<file path="src/sswl_pkg.sv">
// sswl_pkg: constants, types and register map of the sleep-state, wake and lamp block.
// assumes a 100 MHz standby clock and a 32-bit Avalon-MM register slave.
package sswl_pkg;

    typedef enum logic [1:0] {
        SSWL_S0,
        SSWL_S1,
        SSWL_S4,
        SSWL_S5
    } sswl_sleep_e;

    localparam int          SSWL_ADDR_W     = 4;
    localparam logic [3:0]  SSWL_OFF_CTRL   = 4'h0;
    localparam logic [3:0]  SSWL_OFF_SLEEP  = 4'h4;
    localparam logic [3:0]  SSWL_OFF_WAKE   = 4'h8;
    localparam logic [3:0]  SSWL_OFF_LAMP   = 4'hc;

    // control register fields
    localparam int SSWL_CTRL_DUAL  = 0;
    localparam int SSWL_CTRL_MSG   = 1;
    // lamp and power status fields
    localparam int SSWL_LS_LAMP_A  = 0;
    localparam int SSWL_LS_LAMP_B  = 1;
    localparam int SSWL_LS_CPU     = 2;
    localparam int SSWL_LS_DEV     = 3;
    localparam int SSWL_LS_PORT    = 4;
    localparam int SSWL_LS_WAKEP   = 5;
    localparam int SSWL_LS_NET     = 8;

    // wake source bit positions
    localparam int SSWL_WAKE_N     = 7;
    localparam int SSWL_WK_SWITCH  = 0;
    localparam int SSWL_WK_RTC     = 1;
    localparam int SSWL_WK_PME     = 2;
    localparam int SSWL_WK_LAN     = 3;
    localparam int SSWL_WK_IR      = 4;
    localparam int SSWL_WK_KBD     = 5;
    localparam int SSWL_WK_USB     = 6;
    localparam logic [6:0] SSWL_MASK_S1 = 7'h7f;
    localparam logic [6:0] SSWL_MASK_S4 = 7'h07;
    localparam logic [6:0] SSWL_MASK_S5 = 7'h01;

    localparam logic        SSWL_RST_DUAL = 1'b1;
    localparam int          SSWL_CLK_MHZ  = 100;
    localparam int          SSWL_BLINK_HALF_MS = 250;
    localparam int          SSWL_BLINK_HALF_CYC = SSWL_BLINK_HALF_MS * 1000 * SSWL_CLK_MHZ;

endpackage

</file>
<file path="src/sswl_top.sv">
// sswl_top: sleep-state tracker, wake qualifier, power/message lamp and network lamp repeater.
// assumes wake and link inputs synchronous to clk_sys; software is the power manager.
//
// Decided for this implementation: the register addresses and the Avalon-MM register port.
`timescale 1ns/1ps
`default_nettype none
module sswl_top
    import sswl_pkg::*;
#(
    parameter int NUM_CH     = 2,
    parameter int BLINK_HALF = SSWL_BLINK_HALF_CYC
) (
    // clock, reset, enable
    input  wire logic                   clk_sys,
    input  wire logic                   reset_n,
    input  wire logic                   clk_en,
    // avalon-mm slave
    input  wire logic [SSWL_ADDR_W-1:0] avs_address,
    input  wire logic                   avs_read,
    input  wire logic                   avs_write,
    input  wire logic [31:0]            avs_writedata,
    input  wire logic [3:0]             avs_byteenable,
    output logic      [31:0]            avs_readdata,
    output logic                        avs_waitrequest,
    // wake sources
    input  wire logic                   wake_switch,
    input  wire logic                   wake_rtc_alarm,
    input  wire logic                   wake_pme,
    input  wire logic                   wake_lan,
    input  wire logic                   wake_ir,
    input  wire logic                   wake_kbd_mouse,
    input  wire logic                   wake_usb,
    // power controls
    output logic                        cpu_run,
    output logic                        dev_power_en,
    output logic                        port_power_en,
    output logic                        wake_power_en,
    // power and message lamp
    output logic                        lamp_a,
    output logic                        lamp_b,
    // network status
    input  wire logic [NUM_CH-1:0]      net_link,
    input  wire logic [NUM_CH-1:0]      net_speed100,
    input  wire logic [NUM_CH-1:0]      net_activity,
    output logic      [NUM_CH-1:0]      net_led_green,
    output logic      [NUM_CH-1:0]      net_led_yellow
);

    localparam int CNT_W = $clog2(BLINK_HALF + 1);

    if (NUM_CH < 1 || NUM_CH > 12) begin : g_bad_ch
        $error("sswl_top: NUM_CH must be 1 to 12");
    end
    if (BLINK_HALF < 2) begin : g_bad_blink
        $error("sswl_top: BLINK_HALF must be at least 2");
    end

    typedef struct packed {
        sswl_sleep_e              sleep;
        logic                     dual;
        logic                     msg;
        logic [SSWL_WAKE_N-1:0]   wake_seen;
        logic [CNT_W-1:0]         blink_cnt;
        logic                     blink_on;
        logic [NUM_CH-1:0]        act_seen;
        logic [NUM_CH-1:0]        act_show;
        logic                     wait_req;
        logic [31:0]              rdata;
        logic                     cpu;
        logic                     dev;
        logic                     port;
        logic                     wakep;
        logic                     la;
        logic                     lb;
        logic [NUM_CH-1:0]        green;
        logic [NUM_CH-1:0]        yellow;
    } sswl_state_s;

    sswl_state_s st_reg;
    sswl_state_s st_next;

    logic [SSWL_WAKE_N-1:0] wake_raw;
    logic [SSWL_WAKE_N-1:0] wake_ok;
    logic                   accept;
    logic                   commit_wr;

    // wake sources allowed from a given state; nothing wakes a running board
    function automatic logic [SSWL_WAKE_N-1:0] wake_mask(input sswl_sleep_e s);
        unique case (s)
            SSWL_S0: wake_mask = '0;
            SSWL_S1: wake_mask = SSWL_MASK_S1;
            SSWL_S4: wake_mask = SSWL_MASK_S4;
            SSWL_S5: wake_mask = SSWL_MASK_S5;
        endcase
    endfunction

    function automatic logic [31:0] read_mux(input logic [SSWL_ADDR_W-1:0] a,
                                             input sswl_state_s s);
        read_mux = '0;
        unique case (a)
            SSWL_OFF_CTRL: begin
                read_mux[SSWL_CTRL_DUAL] = s.dual;
                read_mux[SSWL_CTRL_MSG]  = s.msg;
            end
            SSWL_OFF_SLEEP: read_mux[1:0] = s.sleep;
            SSWL_OFF_WAKE:  read_mux[SSWL_WAKE_N-1:0] = s.wake_seen;
            SSWL_OFF_LAMP: begin
                read_mux[SSWL_LS_LAMP_A] = s.la;
                read_mux[SSWL_LS_LAMP_B] = s.lb;
                read_mux[SSWL_LS_CPU]    = s.cpu;
                read_mux[SSWL_LS_DEV]    = s.dev;
                read_mux[SSWL_LS_PORT]   = s.port;
                read_mux[SSWL_LS_WAKEP]  = s.wakep;
                for (int c = 0; c < NUM_CH; c++) begin
                    read_mux[SSWL_LS_NET + 2*c]     = s.green[c];
                    read_mux[SSWL_LS_NET + 2*c + 1] = s.yellow[c];
                end
            end
            default: read_mux = '0;
        endcase
    endfunction

    always_comb begin
        wake_raw = '0;
        wake_raw[SSWL_WK_SWITCH] = wake_switch;
        wake_raw[SSWL_WK_RTC]    = wake_rtc_alarm;
        wake_raw[SSWL_WK_PME]    = wake_pme;
        wake_raw[SSWL_WK_LAN]    = wake_lan;
        wake_raw[SSWL_WK_IR]     = wake_ir;
        wake_raw[SSWL_WK_KBD]    = wake_kbd_mouse;
        wake_raw[SSWL_WK_USB]    = wake_usb;
    end

    assign wake_ok   = wake_raw & wake_mask(st_reg.sleep);
    // one-cycle answer: accept while waitrequest high, commit while it is low
    assign accept    = (avs_read | avs_write) & st_reg.wait_req;
    assign commit_wr = avs_write & ~st_reg.wait_req;

    always_comb begin
        st_next = st_reg;

        // bus slave
        st_next.wait_req = ~accept;
        if (accept) begin
            st_next.rdata = avs_read ? read_mux(avs_address, st_reg) : '0;
        end
        if (commit_wr && avs_byteenable[0]) begin
            unique case (avs_address)
                SSWL_OFF_CTRL: begin
                    st_next.dual = avs_writedata[SSWL_CTRL_DUAL];
                    st_next.msg  = avs_writedata[SSWL_CTRL_MSG];
                end
                SSWL_OFF_SLEEP: st_next.sleep = sswl_sleep_e'(avs_writedata[1:0]);
                SSWL_OFF_WAKE:
                    st_next.wake_seen = st_reg.wake_seen & ~avs_writedata[SSWL_WAKE_N-1:0];
                default: ;
            endcase
        end

        // a qualified wake returns to S0 and beats a same-cycle sleep write
        if (|wake_ok) begin
            st_next.sleep = SSWL_S0;
        end
        // set beats clear on the sticky wake causes
        st_next.wake_seen = st_next.wake_seen | wake_ok;

        // blink timebase shared by the power and message lamp and the yellow network lamps
        if (st_reg.blink_cnt >= CNT_W'(BLINK_HALF - 1)) begin
            st_next.blink_cnt = '0;
            st_next.blink_on  = ~st_reg.blink_on;
        end else begin
            st_next.blink_cnt = st_reg.blink_cnt + 1'b1;
        end

        // activity is stretched to whole blink periods so short bursts still show
        st_next.act_seen = st_reg.act_seen | net_activity;
        if (st_reg.blink_cnt >= CNT_W'(BLINK_HALF - 1) && st_reg.blink_on) begin
            st_next.act_show = st_reg.act_seen | net_activity;
            st_next.act_seen = '0;
        end

        // power controls follow the committed state
        st_next.cpu   = (st_next.sleep == SSWL_S0);
        st_next.dev   = (st_next.sleep == SSWL_S0) || (st_next.sleep == SSWL_S1);
        st_next.port  = st_next.dev;
        st_next.wakep = (st_next.sleep != SSWL_S5);

        // power and message lamp; lamp_a is single or green, lamp_b is yellow
        st_next.la = 1'b0;
        st_next.lb = 1'b0;
        unique case (st_next.sleep)
            SSWL_S0: st_next.la = st_next.msg ? st_next.blink_on : 1'b1;
            SSWL_S1: st_next.lb = st_next.dual & (st_next.msg ? st_next.blink_on : 1'b1);
            SSWL_S4: ;
            SSWL_S5: ;
        endcase
        // single lamp has no yellow element and stays dark in S1
        if (!st_next.dual) begin
            st_next.lb = 1'b0;
        end

        // network lamp repeater
        for (int c = 0; c < NUM_CH; c++) begin
            st_next.green[c]  = net_link[c] & net_speed100[c];
            st_next.yellow[c] = net_link[c] &
                                (st_next.act_show[c] ? st_next.blink_on : 1'b1);
        end
    end

    always_ff @(posedge clk_sys) begin
        if (!reset_n) begin
            st_reg          <= '0;
            st_reg.sleep    <= SSWL_S0;
            st_reg.dual     <= SSWL_RST_DUAL;
            st_reg.wait_req <= 1'b1;
        end else if (clk_en) begin
            st_reg <= st_next;
        end
    end

    assign avs_readdata    = st_reg.rdata;
    assign avs_waitrequest = st_reg.wait_req;
    assign cpu_run         = st_reg.cpu;
    assign dev_power_en    = st_reg.dev;
    assign port_power_en   = st_reg.port;
    assign wake_power_en   = st_reg.wakep;
    assign lamp_a          = st_reg.la;
    assign lamp_b          = st_reg.lb;
    assign net_led_green   = st_reg.green;
    assign net_led_yellow  = st_reg.yellow;

endmodule
`default_nettype wire

</file>
<file path="config.mk">
export PLATFORM = sky130hd
export DESIGN_NAME = sswl_top
export DESIGN_NICKNAME = d
export VERILOG_FILES = /design/src/sswl_pkg.sv /design/src/sswl_top.sv
export SDC_FILE = /design/constraint.sdc
export NUM_CORES = 1
export LEC_CHECK = 0
export BUFFER_PORTS_ARGS = -buffer_cell sky130_fd_sc_hd__buf_2
export CORE_ASPECT_RATIO = 1.1
export CORE_UTILIZATION = 52
export DETAILED_ROUTE_END_ITERATION = 12
export GPL_TIMING_DRIVEN = 0
export HOLD_SLACK_MARGIN = 0.03
export PLACE_DENSITY = 0.81
export SLEW_MARGIN = 5
export SYNTH_ARGS = -nofsm -noshare
export SYNTH_HDL_FRONTEND = slang
export SYNTH_SLANG_ARGS = --single-unit
</file>
<file path="constraint.sdc">
create_clock -name clk_sys -period 2.6 [get_ports clk_sys]
set_clock_uncertainty 0.1 [all_clocks]
set_input_delay 0.26 -clock clk_sys [delete_from_list [all_inputs] [get_ports clk_sys]]
set_output_delay 0.26 -clock clk_sys [all_outputs]
set_load 0.01 [all_outputs]
</file>
Yosys cells after proc, flatten, opt, wreduce, memory -nomap -nowiden
Cells that the tools add are included.
- register bits: 83
- add/sub/neg operators: 1
- magnitude comparators: 1
- equal/unequal tests: 8
- multiplexer cells: 20
- bitwise operators: 16
- reduce and logical (&&, ||, !) cells: 8
- operator list (kind ; number):
    $pmux W7 S4 ; 1
    $add A25 B1 Y25 const B ; 1
    $ge A25 B25 Y1 const B ; 1
    $mux W25 ; 1
    $and A7 B7 Y7 ; 2
    $mux W12 ; 1
    $mux W11 ; 1
    $eq A4 B4 Y1 const B ; 2
    $mux W1 ; 8
    $mux W4 ; 2
    $pmux W2 S4 ; 1
    $pmux W4 S2 ; 1
    $and A1 B1 Y1 ; 7
    $mux W7 ; 1
    $not A7 Y7 ; 1
    $or A7 B7 Y7 ; 1
    $reduce_or A7 Y1 ; 1
    $mux W2 ; 3
    $eq A2 B1 Y1 const B ; 2
    $eq A2 B2 Y1 const B ; 2
    $eq A4 B3 Y1 const B ; 1
    $logic_not A2 Y1 ; 2
    $logic_not A4 Y1 ; 1
    $not A1 Y1 ; 3
    other kinds (6) ; 7

Logic depth before layout (Yosys ltp)
- depth after elaboration: 8
- depth in mapped cells: 10
- mapped depth without buffers: 10

Least setup slack after synthesis
OpenSTA, ideal clock, no wires.
- path type: register -> register
- start: register st_reg[48] (netlist name)
- end: register st_reg, in the netlist net_led_yellow[0]
- library setup time: 0.076 ns
- arrival time: 2.002 ns
- required time: 2.424 ns
- path slack: 0.422 ns
- cell stages (with the launch flop): 11
- buffers on the path: 0
- cell sequence: dfxtp_1 -> ha_1 -> a21o_1 -> a31oi_1 -> o22a_2 -> nand2_1 -> ha_1 -> nor2_1 -> a21oi_1 -> a211o_1 -> a21boi_0
- word-level cells in the longest chain between the ends: 5
- elaborated cells between the ends (all ways): 6
- RTL lines (what ; line ; RTL):
    from (decl) ; sswl_top.sv:79 ; sswl_state_s st_reg;
    from (signal assigned) ; sswl_top.sv:217 ; st_reg <= st_next;
    $ge A25 B25 Y1 (*) ; sswl_top.sv:168, sswl_top.sv:177 ;
    $logic_and A1 B1 Y1 ; sswl_top.sv:177 ; if (st_reg.blink_cnt >= CNT_W'(BLINK_HALF - 1) && st_reg.blink_on) begin
    $mux W4 ; sswl_top.sv:177 ;
    $mux W1 (*) ; sswl_top.sv:206 ; (st_next.act_show[c] ? st_next.blink_on : 1'b1);
    $and A1 B1 Y1 (*) ; sswl_top.sv:205 ; st_next.yellow[c] = net_link[c] &
Every way passes the cells marked *; elsewhere a longest branch is shown, timed or not.
A chain may end at the register's enable or synchronous reset.

Worst setup path after layout
- start: register st_reg[48] (netlist name)
- end: register st_reg, in the netlist net_led_yellow[1]
The elaborated chain is that of the path after synthesis.

==> flow_metrics.env <==
export IMPL_setup_viol=0
export IMPL_p_total_uw=1860
export IMPL_synth_edf_count=0
export IMPL_num_io_pins=101
export IMPL_synth_area_um2=3310
export IMPL_hpwl_mm=5.35
export IMPL_cp_arrival_ps=2570
export IMPL_die_y_um=85.6
export IMPL_grt_start_max_net_pins=11
export IMPL_synth_top_cell_area_share_pct=37.5
export IMPL_synth_commonest_cells="dfxtp_1 (62), buf_4 (40), nor2_1 (38), nand2_1 (32), nor2b_1 (21)"
export IMPL_synthCells=371
export IMPL_synth_top_cell_by_area="dfxtp_1"
export IMPL_ys_ff_latch=62
export IMPL_core_area_um2=6160
export IMPL_hold_class="primary input to register"
export IMPL_r2r_start="st_reg[48]"
export IMPL_status="complete, no violations"
export IMPL_syn2layout_area_growth_pct=17.4
export IMPL_final_hold_viol_count=0
export IMPL_antennaDiodeCount=0
export IMPL_drive_gt1_share_pct=27.6
export IMPL_grt_usage_pct=23.7
export IMPL_pwr_share_clk_pct=37.3
export IMPL_drc=0
export IMPL_routed_via_density=5.30
export IMPL_antenna_found_initial=0
export IMPL_port_buffers=50
export IMPL_regArea_um2=1240
export IMPL_seq_area_frac_synth_pct=37.5
export IMPL_num_vias=2839
export IMPL_routedWlPerCell_um=13.9
export IMPL_dr_first_iter_drc_count=168
export IMPL_cp_max_fo=7
export IMPL_pwr_share_comb_pct=10.1
export IMPL_grt_ovfl_total=0
export IMPL_maxCapViolations=0
export IMPL_largest_register_ffs=41
export IMPL_grt_pass1_wl_mm=12.4
export IMPL_synth_flop_cell="dfxtp_1"
export IMPL_p_leak_uw=0.00165
export IMPL_worst_ep_required_time_ps=2760
export IMPL_switching_share_pct=25.5
export IMPL_peakVddDrop_mv=0.367
export IMPL_dr_pass1_iters=4
export IMPL_cts_made_buffers=9
export IMPL_grt_pass1_vias=2722
export IMPL_start_util_pct=53.7
export IMPL_finalWirelength_mm=7.45
export IMPL_die_w_um=78.0
export IMPL_worstHoldStart="net_activity[1]"
export IMPL_synth_area_leaders="dfxtp_1 (38%), buf_4 (9.1%), nor2_1 (4.3%), xnor2_1 (4.2%), nor2b_1 (4.0%)"
export IMPL_root_buffer="clkbuf_8"
export IMPL_htreeDepth=3
export IMPL_synthArstFlopShare_pct=0
export IMPL_pwr_density_cell_nw_per_um2=480
export IMPL_multiInputGateArea_um2=1750
export IMPL_min_to="st_reg[46]"
export IMPL_row_count=30
export IMPL_cts_sinks=62
export IMPL_holdWs_ps=68.1
export IMPL_finalCriticalPeriod_ps=2410
export IMPL_cts_tree="built"
export IMPL_cts_path_max_buffers=2
export IMPL_holdPathStages=3
export IMPL_clk_pin_slew_worst_paths_ps=60
export IMPL_finalWeightedCongestion=0.929
export IMPL_internal_power_uw=1390
export IMPL_ys_types=65
export IMPL_fmax_ghz=0.415
export IMPL_die_area_um2=6680
export IMPL_reg2regPathDepth=10
export IMPL_syn_avg_cell_area_um2=8.91
export IMPL_reg2reg_to="net_led_yellow[1]"
export IMPL_synth_most_common_cell="dfxtp_1"
export IMPL_yosysWarnings=0
export IMPL_route_antenna_remaining_nets=0
export IMPL_fin_nets=514
export IMPL_fillers=553
export IMPL_critPathCaptureType="register"
export IMPL_clock_latency_ps=340
export IMPL_cts_hold_buffers=0
export IMPL_startpoint_type="register"
export IMPL_maxSlewHeadroom_pct=50.0
export IMPL_r2r_slack_ps=190
export IMPL_seq_power_share_pct=52.6
export IMPL_min_period_over_period_pct=92.7
export IMPL_crit_type="register to register"
export IMPL_fin_tns_setup_ps=0
export IMPL_slew_violations=0
export IMPL_worst_slew_pin_slew_ps=744
export IMPL_rsz0062_at_grt="no"
export IMPL_switchingPower_uw=475
[worst max-delay path, cell delays in order, from the launching register on]
cell and delay, ps:
dfxtp_1 360, ha_2 270, a21o_1 180, a31oi_1 190, o22a_2 240, nand2_1 110
ha_1 260, nor2_1 100, a21oi_1 60, a211o_1 290, a21boi_0 170
[worst max path at each step]
stage,cells after the start,start,slack (ps),endpoint
global route,10,st_reg[48],3,net_led_yellow[1]
global placement,10,st_reg[48],200,net_led_yellow[0]
floorplan,10,st_reg[48],420,net_led_yellow[0]
CTS,10,st_reg[48],110,net_led_yellow[1]
detailed placement,10,st_reg[48],120,net_led_yellow[1]
finish,10,st_reg[48],190,net_led_yellow[1]
[cells in the final DEF (no fill, tap or decap), types with 3 or more instances in the layout]
| master | count |
|---|---|
| dfxtp_1 | 62 |
| buf_2 | 52 |
| buf_4 | 40 |
| nor2_1 | 38 |
| nand2_1 | 32 |
| nor2b_1 | 21 |
| conb_1 | 21 |
| nand3_1 | 16 |
| xnor2_1 | 16 |
| clkbuf_1 | 11 |
| inv_1 | 10 |
| clkbuf_8 | 9 |
| nand4_1 | 8 |
| a21boi_0 | 8 |
| a21oi_1 | 7 |
| a22oi_1 | 7 |
| nor3_1 | 6 |
| mux2i_1 | 6 |
| a32oi_1 | 6 |
| xor2_1 | 5 |
| and3_1 | 4 |
| o21ai_1 | 4 |
| nand2b_1 | 4 |
| o21ai_0 | 4 |
| o211ai_1 | 3 |
| a21boi_1 | 3 |
| ha_1 | 3 |
[cell families after synthesis]
family / count (synthesis) / share of synthesized area (%)
compound gates: 60 / 14.0
other cells: 1 / 0.113
fa+ha+maj: 4 / 1.51
buf+inv: 61 / 11.8
mux: 10 / 4.09
flops: 62 / 37.5
xor+xnor: 21 / 5.56
simple gates: 152 / 25.4
[cell type report]
class	instances	share of cell area (%)
inverters	10	0.966
clock inverters	2	0.258
well taps	80	2.58
flip-flops and latches	62	32.0
clock buffers	13	3.58
repair buffers	50	6.44
plain buffers	51	9.05
multi-input cells	268	45.2
[power by group through the flow]
stage / Sequential [uW] / Combinational [uW] / Clock, uW
after floorplan: 999 / 116 / 0
after global placement: 1000 / 182 / 0
after detailed placement: 1000 / 184 / 0
after CTS: 979 / 186 / 701
after global routing: 981 / 205 / 744
final: 980 / 188 / 695
[metrics by stage]
step                      utilization (%)  setup slack [ps]  cell area, um^2  std cells
after detailed placement             60.6               119             3730        521
after global routing                 63.1              3.03             3880        536
after CTS                            63.0               108             3880        536
after global placement               60.6               198             3730        521
final                                63.1               189             3880        536
after floorplan                         -               422             3380        391
[per-layer routing]
| layer | wire length [um] | vias to the layer above | global-route usage, % |
|---|---|---|---|
| met1 | 3300 | 1319 | 29.1 |
| met4 | 108 | 0 | 8.92 |
| met2 | 3580 | 104 | 40.5 |
| met3 | 463 | 12 | 5.32 |
| li1 | - | 1404 | - |
| met5 | 0 | - | 0 |
[timing repair]
action / 4_1_cts / 5_1_grt
buffers inserted: 0 / 0
resized for setup: 0 / 1
endpoints found under the setup margin: 0 / 2
No activity file was read; power rests on OpenSTA's default activity.
